`src/pkg/lpm_pkg.sv`:
```
// lpm_pkg: register map, field layout, reset values and timing for the bus phy / analog mux control block.
// assumes a 32-bit apb slave with byte addresses, one aligned word per register.
package lpm_pkg;

    ////////////////////////////////////////////////////////////////////////
    // register offsets; printed ones are word indexes, the *_ADDR names their byte address
    localparam logic [7:0] SYS_CTRL_OFS     = 8'h00;
    localparam logic [7:0] SYS_STAT_OFS     = 8'h04;
    localparam logic [7:0] IRQ_MASK_OFS     = 8'h0c;
    localparam logic [7:0] MUX_CTRL_OFS     = 8'h08;
    localparam logic [7:0] MUX_CTRL_ADDR    = 8'h20;
    localparam logic [7:0] RST_CAUSE_OFS    = 8'h0d;
    localparam logic [7:0] RST_CAUSE_ADDR   = 8'h34;
    localparam logic [7:0] IRQ_FLAG_OFS     = 8'h10;
    localparam logic [7:0] MODE_OFS         = 8'h14;

    ////////////////////////////////////////////////////////////////////////
    // system control fields
    localparam int SC_PS_ON_BIT = 0;
    localparam int SC_SLEW_LSB  = 1;
    localparam logic [1:0] SLEW_10K   = 2'h0;
    localparam logic [1:0] SLEW_20K   = 2'h1;
    localparam logic [1:0] SLEW_FAST1 = 2'h2;
    localparam logic [1:0] SLEW_FAST2 = 2'h3;
    localparam logic [1:0] SLEW_RESET = SLEW_20K;
    // status / irq fields
    localparam int ST_CUR_LIM_BIT  = 0;
    localparam int IM_BUS_IE_BIT   = 5;
    localparam int IF_BUS_IF_BIT   = 0;

    // mux control fields
    localparam int MC_CS_ON_BIT    = 7;
    localparam int MC_LEVEL_LSB    = 5;
    localparam int MC_GAIN_BIT     = 4;
    localparam int MC_SEL_LSB      = 0;
    localparam logic [7:0] MUX_CTRL_RESET = 8'h00;

    // reset cause fields
    localparam int RC_OVERTEMP_BIT = 4;
    localparam int RC_UNDERV_BIT   = 3;
    localparam int RC_BUS_WAKE_BIT = 1;
    localparam int RC_PIN_WAKE_BIT = 0;

    // mux source codes
    localparam logic [3:0] SEL_ANALOG_IN   = 4'ha;
    localparam logic [3:0] SEL_CAL_PIN     = 4'hb;
    localparam logic [3:0] SEL_LAST_USED   = 4'hc;
    localparam logic [3:0] SEL_UNUSED_A    = 4'h7;

    // power modes
    localparam logic [1:0] MODE_RUN   = 2'h0;
    localparam logic [1:0] MODE_STOP  = 2'h1;
    localparam logic [1:0] MODE_SLEEP = 2'h2;

    ////////////////////////////////////////////////////////////////////////
    // timing
    localparam int CLK_MHZ             = 250;
    localparam int WAKE_DOM_US         = 30;
    localparam int WAKE_DOM_CYC        = WAKE_DOM_US * CLK_MHZ;
    localparam int CUR_LIM_US          = 10;
    localparam int CUR_LIM_CYC         = CUR_LIM_US * CLK_MHZ;

    typedef enum logic [2:0]
    {
        WK_IDLE = 3'b001,
        WK_LOW  = 3'b010,
        WK_ARM  = 3'b100
    } lpm_wake_t;

endpackage : lpm_pkg

```
`src/hdl/lpm_top.sv`:
```
// lpm_top: bus transceiver control, low-power wake detection, reset cause flags and analog mux control.
// assumes apb master on REF_CLK_IN, pins already synchronous, analog comparators arrive as levels.
//
// Function
// two-bit slew select, resets to 20 kbit/s
// overtemp flag set by event, one clears
// undervoltage flag set by event, one clears
// bus wake flag set on bus wake
// wake pin flag set on pin wake
// transmitter enabled only with power stage on
// current limit sets flag, later disables transceiver
// transmit low drives bus dominant
// transmit idles high, bus recessive
// receive output follows bus level
// low power: transmitter off, pull-up off
// stop mode bus wake sets irq flag; here only while the bus irq enable is set
// sleep mode bus wake triggers reset, flag
// current source needs power, select, enable
// two-bit level selects source magnitude
// current source halted in stop, sleep
// four-bit select routes twelve mux sources
// gain bit one low, zero high
// mux control register layout, all zero reset
// source codes map to sense channels
// bus irq enable gates cpu request
// reset cause bits 4,3,1,0; bit2 zero
// zero writes ignored, flags stay set
module lpm_top #(
    parameter int WAKE_DOM_CYC = lpm_pkg::WAKE_DOM_CYC,
    parameter int CUR_LIM_CYC  = lpm_pkg::CUR_LIM_CYC
) (
    input  wire logic        REF_CLK_IN,
    input  wire logic        RST_IN,
    input  wire logic        PSEL_IN,
    input  wire logic        PENABLE_IN,
    input  wire logic        PWRITE_IN,
    input  wire logic [7:0]  PADDR_IN,
    input  wire logic [31:0] PWDATA_IN,
    output logic      [31:0] PRDATA_OUT,
    output logic             PREADY_OUT,
    output logic             PSLVERR_OUT,
    input  wire logic        TX_DATA_IN,
    output logic             RX_DATA_OUT,
    input  wire logic        BUS_LEVEL_IN,
    output logic             BUS_DRIVE_LOW_OUT,
    output logic             BUS_PULLUP_ON_OUT,
    output logic             BUS_WEAK_SRC_ON_OUT,
    output logic [1:0]       SLEW_RATE_SELECT_OUT,
    input  wire logic        CUR_LIMIT_IN,
    input  wire logic        OVERTEMP_IN,
    input  wire logic        UNDERVOLT_IN,
    input  wire logic        WAKE_INPUT_PIN_IN,
    output logic             BUS_IRQ_OUT,
    output logic             WAKE_RESET_OUT,
    output logic             CUR_SRC_ON_OUT,
    output logic [1:0]       CUR_LEVEL_OUT,
    output logic             SENSE_GAIN_LOW_OUT,
    output logic [3:0]       MUX_SELECT_OUT,
    output logic             MUX_VALID_OUT
);

    ////////////////////////////////////////////////////////////////////////
    // registers
    logic        ps_on_reg;
    logic [1:0]  slew_reg;
    logic        bus_ie_reg;
    logic        bus_if_reg;
    logic        cur_lim_flag_reg;
    logic        xcvr_off_reg;
    logic [7:0]  mux_ctrl_reg;
    logic        ot_flag_reg;
    logic        uv_flag_reg;
    logic        bw_flag_reg;
    logic        pw_flag_reg;
    logic [1:0]  mode_reg;
    logic [31:0] lim_cnt_reg;
    logic [31:0] dom_cnt_reg;
    logic        pin_store_reg;
    logic        bus_prev_reg;
    lpm_pkg::lpm_wake_t wake_reg;

    logic        wr_acc;
    logic        rd_acc;
    logic        low_power;
    logic        bus_wake;
    logic        pin_wake;
    logic        mapped;
    logic [31:0] rd_next;

    // apb access strobes; zero-wait slave: writes act in the access phase, read data is captured in the setup phase
    assign wr_acc    = PSEL_IN && PENABLE_IN && PWRITE_IN;
    assign rd_acc    = PSEL_IN && !PENABLE_IN && !PWRITE_IN;
    assign low_power = (mode_reg == lpm_pkg::MODE_STOP) || (mode_reg == lpm_pkg::MODE_SLEEP);

    ////////////////////////////////////////////////////////////////////////
    // system control and irq mask
    always_ff @(posedge REF_CLK_IN)
    begin
        if (RST_IN)
        begin
            ps_on_reg  <= 1'b0;
            slew_reg   <= lpm_pkg::SLEW_RESET;
            bus_ie_reg <= 1'b0;
            mode_reg   <= lpm_pkg::MODE_RUN;
        end
        else if (wr_acc)
        begin
            if (PADDR_IN == lpm_pkg::SYS_CTRL_OFS)
            begin
                ps_on_reg <= PWDATA_IN[lpm_pkg::SC_PS_ON_BIT];
                slew_reg  <= PWDATA_IN[lpm_pkg::SC_SLEW_LSB +: 2];
            end
            if (PADDR_IN == lpm_pkg::IRQ_MASK_OFS)
                bus_ie_reg <= PWDATA_IN[lpm_pkg::IM_BUS_IE_BIT];
            if (PADDR_IN == lpm_pkg::MODE_OFS)
                mode_reg <= PWDATA_IN[1:0];
        end
        else if (bus_wake || pin_wake)
            mode_reg <= lpm_pkg::MODE_RUN;  // any wake returns to run
    end

    // mux control register, all fields read/write
    always_ff @(posedge REF_CLK_IN)
    begin
        if (RST_IN)
            mux_ctrl_reg <= lpm_pkg::MUX_CTRL_RESET;
        else if (wr_acc && PADDR_IN == lpm_pkg::MUX_CTRL_ADDR)
            mux_ctrl_reg <= PWDATA_IN[7:0];
    end

    ////////////////////////////////////////////////////////////////////////
    // current limit: flag at once, shut the transceiver after the delay
    always_ff @(posedge REF_CLK_IN)
    begin
        if (RST_IN)
        begin
            lim_cnt_reg      <= 32'h0000_0000;
            cur_lim_flag_reg <= 1'b0;
            xcvr_off_reg     <= 1'b0;
        end
        else
        begin
            if (CUR_LIMIT_IN && !xcvr_off_reg)
                lim_cnt_reg <= lim_cnt_reg + 32'h0000_0001;
            else if (!CUR_LIMIT_IN)
                lim_cnt_reg <= 32'h0000_0000;
            // set wins over the write-one clear
            if (CUR_LIMIT_IN)
                cur_lim_flag_reg <= 1'b1;
            else if (wr_acc && PADDR_IN == lpm_pkg::SYS_STAT_OFS && PWDATA_IN[lpm_pkg::ST_CUR_LIM_BIT])
                cur_lim_flag_reg <= 1'b0;
            if (lim_cnt_reg >= 32'(CUR_LIM_CYC - 1) && CUR_LIMIT_IN)
                xcvr_off_reg <= 1'b1;
            else if (!ps_on_reg)
                xcvr_off_reg <= 1'b0;  // re-arm by cycling power stage enable
        end
    end

    ////////////////////////////////////////////////////////////////////////
    // bus wake detector: dominant longer than wake time, then rising edge
    always_ff @(posedge REF_CLK_IN)
    begin
        if (RST_IN)
        begin
            wake_reg     <= lpm_pkg::WK_IDLE;
            dom_cnt_reg  <= 32'h0000_0000;
            bus_prev_reg <= 1'b1;
        end
        else
        begin
            bus_prev_reg <= BUS_LEVEL_IN;
            unique case (wake_reg)
                lpm_pkg::WK_IDLE:
                begin
                    dom_cnt_reg <= 32'h0000_0000;
                    if (low_power && !BUS_LEVEL_IN)
                        wake_reg <= lpm_pkg::WK_LOW;
                end
                lpm_pkg::WK_LOW:
                begin
                    dom_cnt_reg <= dom_cnt_reg + 32'h0000_0001;
                    if (!low_power || BUS_LEVEL_IN)
                        wake_reg <= lpm_pkg::WK_IDLE;  // too short a pulse is ignored
                    else if (dom_cnt_reg >= 32'(WAKE_DOM_CYC - 1))
                        wake_reg <= lpm_pkg::WK_ARM;
                end
                lpm_pkg::WK_ARM:
                begin
                    if (!low_power || BUS_LEVEL_IN)
                        wake_reg <= lpm_pkg::WK_IDLE;
                end
                default:
                    wake_reg <= lpm_pkg::WK_IDLE;
            endcase
        end
    end

    // wake fires on the rising edge that ends a long dominant phase
    assign bus_wake = (wake_reg == lpm_pkg::WK_ARM) && low_power && BUS_LEVEL_IN && !bus_prev_reg;
    assign pin_wake = low_power && (WAKE_INPUT_PIN_IN != pin_store_reg);

    // wake pin state stored while running, compared while asleep
    always_ff @(posedge REF_CLK_IN)
    begin
        if (RST_IN)
            pin_store_reg <= 1'b0;
        else if (!low_power)
            pin_store_reg <= WAKE_INPUT_PIN_IN;
    end

    ////////////////////////////////////////////////////////////////////////
    // bus irq flag and reset cause flags; set wins over write-one clear, zero writes ignored
    always_ff @(posedge REF_CLK_IN)
    begin
        if (RST_IN)
            bus_if_reg <= 1'b0;
        else if (bus_wake && mode_reg == lpm_pkg::MODE_STOP && bus_ie_reg)
            bus_if_reg <= 1'b1;
        else if (wr_acc && PADDR_IN == lpm_pkg::IRQ_FLAG_OFS && PWDATA_IN[lpm_pkg::IF_BUS_IF_BIT])
            bus_if_reg <= 1'b0;
    end

    // cause flags survive RST_IN only via power-on in a real die; here RST_IN is power-on
    always_ff @(posedge REF_CLK_IN)
    begin
        if (RST_IN)
        begin
            ot_flag_reg <= 1'b0;
            uv_flag_reg <= 1'b0;
            bw_flag_reg <= 1'b0;
            pw_flag_reg <= 1'b0;
        end
        else
        begin
            if (OVERTEMP_IN)
                ot_flag_reg <= 1'b1;
            else if (wr_acc && PADDR_IN == lpm_pkg::RST_CAUSE_ADDR && PWDATA_IN[lpm_pkg::RC_OVERTEMP_BIT])
                ot_flag_reg <= 1'b0;
            if (UNDERVOLT_IN)
                uv_flag_reg <= 1'b1;
            else if (wr_acc && PADDR_IN == lpm_pkg::RST_CAUSE_ADDR && PWDATA_IN[lpm_pkg::RC_UNDERV_BIT])
                uv_flag_reg <= 1'b0;
            if (bus_wake && mode_reg == lpm_pkg::MODE_SLEEP)
                bw_flag_reg <= 1'b1;
            else if (wr_acc && PADDR_IN == lpm_pkg::RST_CAUSE_ADDR && PWDATA_IN[lpm_pkg::RC_BUS_WAKE_BIT])
                bw_flag_reg <= 1'b0;
            if (pin_wake && mode_reg == lpm_pkg::MODE_SLEEP)
                pw_flag_reg <= 1'b1;
            else if (wr_acc && PADDR_IN == lpm_pkg::RST_CAUSE_ADDR && PWDATA_IN[lpm_pkg::RC_PIN_WAKE_BIT])
                pw_flag_reg <= 1'b0;
        end
    end

    ////////////////////////////////////////////////////////////////////////
    // pin and analog outputs, all registered
    always_ff @(posedge REF_CLK_IN)
    begin
        if (RST_IN)
        begin
            RX_DATA_OUT          <= 1'b1;
            BUS_DRIVE_LOW_OUT    <= 1'b0;
            BUS_PULLUP_ON_OUT    <= 1'b0;
            BUS_WEAK_SRC_ON_OUT  <= 1'b1;
            SLEW_RATE_SELECT_OUT <= lpm_pkg::SLEW_RESET;
            BUS_IRQ_OUT          <= 1'b0;
            WAKE_RESET_OUT       <= 1'b0;
            CUR_SRC_ON_OUT       <= 1'b0;
            CUR_LEVEL_OUT        <= 2'h0;
            SENSE_GAIN_LOW_OUT   <= 1'b0;
            MUX_SELECT_OUT       <= 4'h0;
            MUX_VALID_OUT        <= 1'b1;
        end
        else
        begin
            RX_DATA_OUT          <= BUS_LEVEL_IN;
            // a high or undriven transmit input (pad pull-up) leaves the bus recessive
            BUS_DRIVE_LOW_OUT    <= !TX_DATA_IN && ps_on_reg && !xcvr_off_reg && !low_power;
            BUS_PULLUP_ON_OUT    <= !low_power;
            BUS_WEAK_SRC_ON_OUT  <= low_power;
            SLEW_RATE_SELECT_OUT <= slew_reg;
            BUS_IRQ_OUT          <= bus_if_reg && bus_ie_reg;
            WAKE_RESET_OUT       <= bus_wake && mode_reg == lpm_pkg::MODE_SLEEP;
            CUR_SRC_ON_OUT       <= ps_on_reg && mux_ctrl_reg[lpm_pkg::MC_CS_ON_BIT] && !low_power &&
                                    (mux_ctrl_reg[3:0] == lpm_pkg::SEL_ANALOG_IN ||
                                     mux_ctrl_reg[3:0] == lpm_pkg::SEL_CAL_PIN);
            CUR_LEVEL_OUT        <= mux_ctrl_reg[lpm_pkg::MC_LEVEL_LSB +: 2];
            SENSE_GAIN_LOW_OUT   <= mux_ctrl_reg[lpm_pkg::MC_GAIN_BIT];
            MUX_SELECT_OUT       <= mux_ctrl_reg[lpm_pkg::MC_SEL_LSB +: 4];
            MUX_VALID_OUT        <= mux_ctrl_reg[3:0] != lpm_pkg::SEL_UNUSED_A &&
                                    mux_ctrl_reg[3:0] <= lpm_pkg::SEL_LAST_USED;
        end
    end

    ////////////////////////////////////////////////////////////////////////
    // read mux
    always_comb
    begin
        rd_next = 32'h0000_0000;
        mapped  = 1'b1;
        unique case (PADDR_IN)
            lpm_pkg::SYS_CTRL_OFS:   rd_next = {29'h0, slew_reg, ps_on_reg};
            lpm_pkg::SYS_STAT_OFS:   rd_next = {31'h0, cur_lim_flag_reg};
            lpm_pkg::MUX_CTRL_ADDR:  rd_next = {24'h0, mux_ctrl_reg};
            lpm_pkg::IRQ_MASK_OFS:   rd_next = {26'h0, bus_ie_reg, 5'h00};
            lpm_pkg::IRQ_FLAG_OFS:   rd_next = {31'h0, bus_if_reg};
            lpm_pkg::MODE_OFS:       rd_next = {30'h0, mode_reg};
            lpm_pkg::RST_CAUSE_ADDR: rd_next = {27'h0, ot_flag_reg, uv_flag_reg, 1'b0, bw_flag_reg, pw_flag_reg};
            default:                 mapped  = 1'b0;
        endcase
    end

    // data captured in setup, ready in access: one wait-free transfer
    always_ff @(posedge REF_CLK_IN)
    begin
        if (RST_IN)
        begin
            PRDATA_OUT  <= 32'h0000_0000;
            PREADY_OUT  <= 1'b0;
            PSLVERR_OUT <= 1'b0;
        end
        else
        begin
            PREADY_OUT  <= PSEL_IN && !PENABLE_IN;
            PSLVERR_OUT <= PSEL_IN && !PENABLE_IN && !mapped;
            if (rd_acc)
                PRDATA_OUT <= rd_next;
        end
    end

endmodule : lpm_top

```
`config.mk`:
```
export PLATFORM = sky130hd
export DESIGN_NAME = lpm_top
export DESIGN_NICKNAME = d
export VERILOG_FILES = /design/src/pkg/lpm_pkg.sv /design/src/hdl/lpm_top.sv
export SDC_FILE = /design/constraint.sdc
export NUM_CORES = 1
export LEC_CHECK = 0
export ABC_AREA = 1
export BUFFER_PORTS_ARGS = -buffer_cell sky130_fd_sc_hd__clkbuf_2
export CELL_PAD_IN_SITES_DETAIL_PLACEMENT = 1
export CELL_PAD_IN_SITES_GLOBAL_PLACEMENT = 1
export CORE_MARGIN = 3
export CORE_UTILIZATION = 36
export DETAILED_ROUTE_END_ITERATION = 10
export PLACE_DENSITY = 0.82
export SYNTH_ARGS = -nofsm -noshare
export SYNTH_HDL_FRONTEND = slang
export SYNTH_SLANG_ARGS = --single-unit
```
`constraint.sdc`:
```
create_clock -name REF_CLK_IN -period 1.6 [get_ports REF_CLK_IN]
set_input_delay 0.32 -clock REF_CLK_IN [delete_from_list [all_inputs] [get_ports REF_CLK_IN]]
set_output_delay 0.32 -clock REF_CLK_IN [all_outputs]
set_load 0.005 [all_outputs]
```
==> impl_metrics.json <==
{
  "rsz0062_at_grt": "yes",
  "hp-start": "TX_DATA_IN",
  "grt_pass1_wl_mm": 34.6,
  "timing.setup.tns_ns": -0.0107,
  "multiInputGateArea_mm2": 0.00362,
  "worstMarginPinSlew_ns": 0.517,
  "peakVddDrop_mv": 0.659,
  "cts_tree": "built",
  "ant_nets": 0,
  "finalCoreUtilization_pct": 46.8,
  "final_area_mm2": 0.00809,
  "reg2regPathDepth": 6,
  "firstDrtPassIters": 5,
  "fin_crit_sh_pct": 101,
  "place_ws_ns": -0.0410,
  "drcViolationCount": 0,
  "reg2reg_slack_ns": -0.01,
  "clock_latency_ns": 0.42,
  "synthCells": 1001,
  "cts_buffer_depth": 2,
  "initial_core_util_pct": 36.9,
  "die_y_um": 139,
  "drtIter0Drc": 385,
  "min_period_ns": 1.61,
  "pin_count": 102,
  "mostFrequentLayoutCell": "nand2_1",
  "holdBufCountCts": 0,
  "postSynthAreaPerCell_um2": 6.37,
  "power_density_mw_per_mm2": 989,
  "ys_warn_count": 0,
  "required_ns": 1.90,
  "finalHoldViolCount": 0,
  "slew_viol_final": 0,
  "final_nets": 1177,
  "power_leakage_nw": 3.20,
  "cts_sinks": 116,
  "wl_per_cell_um": 16.9,
  "hp-class": "primary input to flip-flop",
  "grt.overflow.total": 0,
  "antenna_found_initial": 0,
  "clk_pin_slew_ns": 0.06,
  "grt_pass1_vias": 7124,
  "die_w_um": 139,
  "finalSetupViolations": 1,
  "clock_tree.root_cell": "clkbuf_16",
  "crit_path_end_kind": "flip-flop",
  "grt_max_degree": 37,
  "timing.rr.start": "wake_reg[2]",
  "crit_start": "wake_reg[2]",
  "insertedDiodeCount": 0,
  "core-area_mm2": 0.0173,
  "skew_ns": 0.0104,
  "path_max_fanout": 5,
  "place.gp.congestion": 0.916,
  "regArea_mm2": 0.00234,
  "violations": "negative setup slack",
  "grt_usage_pct": 21.6,
  "via_per_inst": 5.26,
  "cp.arrival_ns": 1.91,
  "final_cell_mix": "274 x nand2_1, 138 x nor2_1, 105 x inv_1",
  "portBuffers": 53,
  "ys_seq_area_share_pct": 36.4,
  "synth_cell_type_count": 44,
  "dp.cells": 1311,
  "fillers": 2323,
  "total_power_mw": 8.01,
  "max_slew_margin_pct": 65.3,
  "post_dp_cell_area_mm2": 0.00714,
  "timing.final.ws_setup_ns": -0.0107,
  "cts-htree-levels": 4,
  "hpwlAfterDp_mm": 15.5,
  "layout.cells.non_filler": 1359,
  "area_growth_syn_to_layout_pct": 26.8,
  "fmax_mhz": 621,
  "whs_endpoint": "BUS_DRIVE_LOW_OUT",
  "wl_mm": 23.0,
  "vias": 7150,
  "cts_buffers": 17,
  "cp-start-kind": "flip-flop",
  "path_class": "flip-flop to flip-flop",
  "die_area_mm2": 0.0194,
  "drv_cap": 0,
  "drive_above_1_share_pct": 21.2,
  "status": "finished, violations left",
  "rows": 48,
  "hold_ws_ns": 0.0644,
  "hold-path-cell-count": 2,
  "synth_area_mm2": 0.00638,
  "ys_ff_latch": 116,
  "r2r_end": "wake_reg[2]"
}
## synth_stat cells (all sizes together)
master,instances,area share (%)
nand2,287,17
o22ai,4,0.39
a31o,1,0.14
conb,1,0.059
ha,4,0.78
clkbuf,11,0.65
o211a,1,0.16
or2,2,0.20
o21ai,40,3.1
o211ai,2,0.24
xor2,4,0.55
a21oi,75,5.9
o21a,2,0.24
o31ai,1,0.12
clkinv,1,0.059
nor3b,1,0.20
nor2,173,11
nand4,12,1.3
dfxtp,116,36
inv,111,6.5
o21bai,2,0.24
a211oi,2,0.24
a221oi,1,0.14
nand3b,3,0.35
nor3,14,1.4
a22oi,2,0.24
a31oi,2,0.20
buf,35,3.8
nor4,7,0.69
nand3,84,6.9
## worst max-delay path, cell delays in order (launching register included)
cell	delay, ns
dfxtp_1	0.38
inv_1	0.08
nor3_1	0.41
o21ai_0	0.19
buf_4	0.18
a21oi_1	0.17
nor2_1	0.09
## timing repair
item,CTS,global route
setup endpoints to repair,7,37
pin swaps,0,22
resized for setup,5,63
cloned,0,1
buffers inserted,0,16
## report_power, final
group / internal, mW / switching (mW)
Combinational: 0.331 / 0.629
Sequential: 2.94 / 0.0398
Clock: 2.65 / 1.41
Total: 5.93 / 2.08
## area by class of cell
cell class / instances / share of cell area [%]
clock buffer: 24 / 6.20
clock inverter: 7 / 1.48
inverter: 112 / 5.24
multi-input combinational: 750 / 44.7
sequential: 116 / 28.9
tap: 225 / 3.48
timing repair buffer: 124 / 9.91
timing repair inverter: 1 / 0.0618
## worst max-delay path by stage
stage,to,slack [ns]
floorplan,wake_reg[2],0.009
CTS,wake_reg[2],0.003
finish,wake_reg[2],-0.01
global placement,mux_ctrl_reg[2],0.05
detailed placement,mode_reg[0],-0.04
global route,lim_cnt_reg[16],-0.1
## per-layer routing
metal / track usage, % / wire (um)
met5: 0 / 0
met2: 37.2 / 11400
met3: 4.03 / 1080
met4: 9.06 / 676
met1: 26.5 / 9800
## kinds of logic (layout without fill, tap and decap cells)
family          count (synthesis)  in the layout  share of synthesized area (%)
fa+ha+maj                       4              4                          0.784
other cells                     1             24                         0.0588
xor+xnor                        4              4                          0.549
simple gates                  583            583                           39.8
flops                         116            116                           36.4
buf+inv                       158            268                           11.1
compound gates                135            135                           11.3
(Power assumes the default switching activity.)
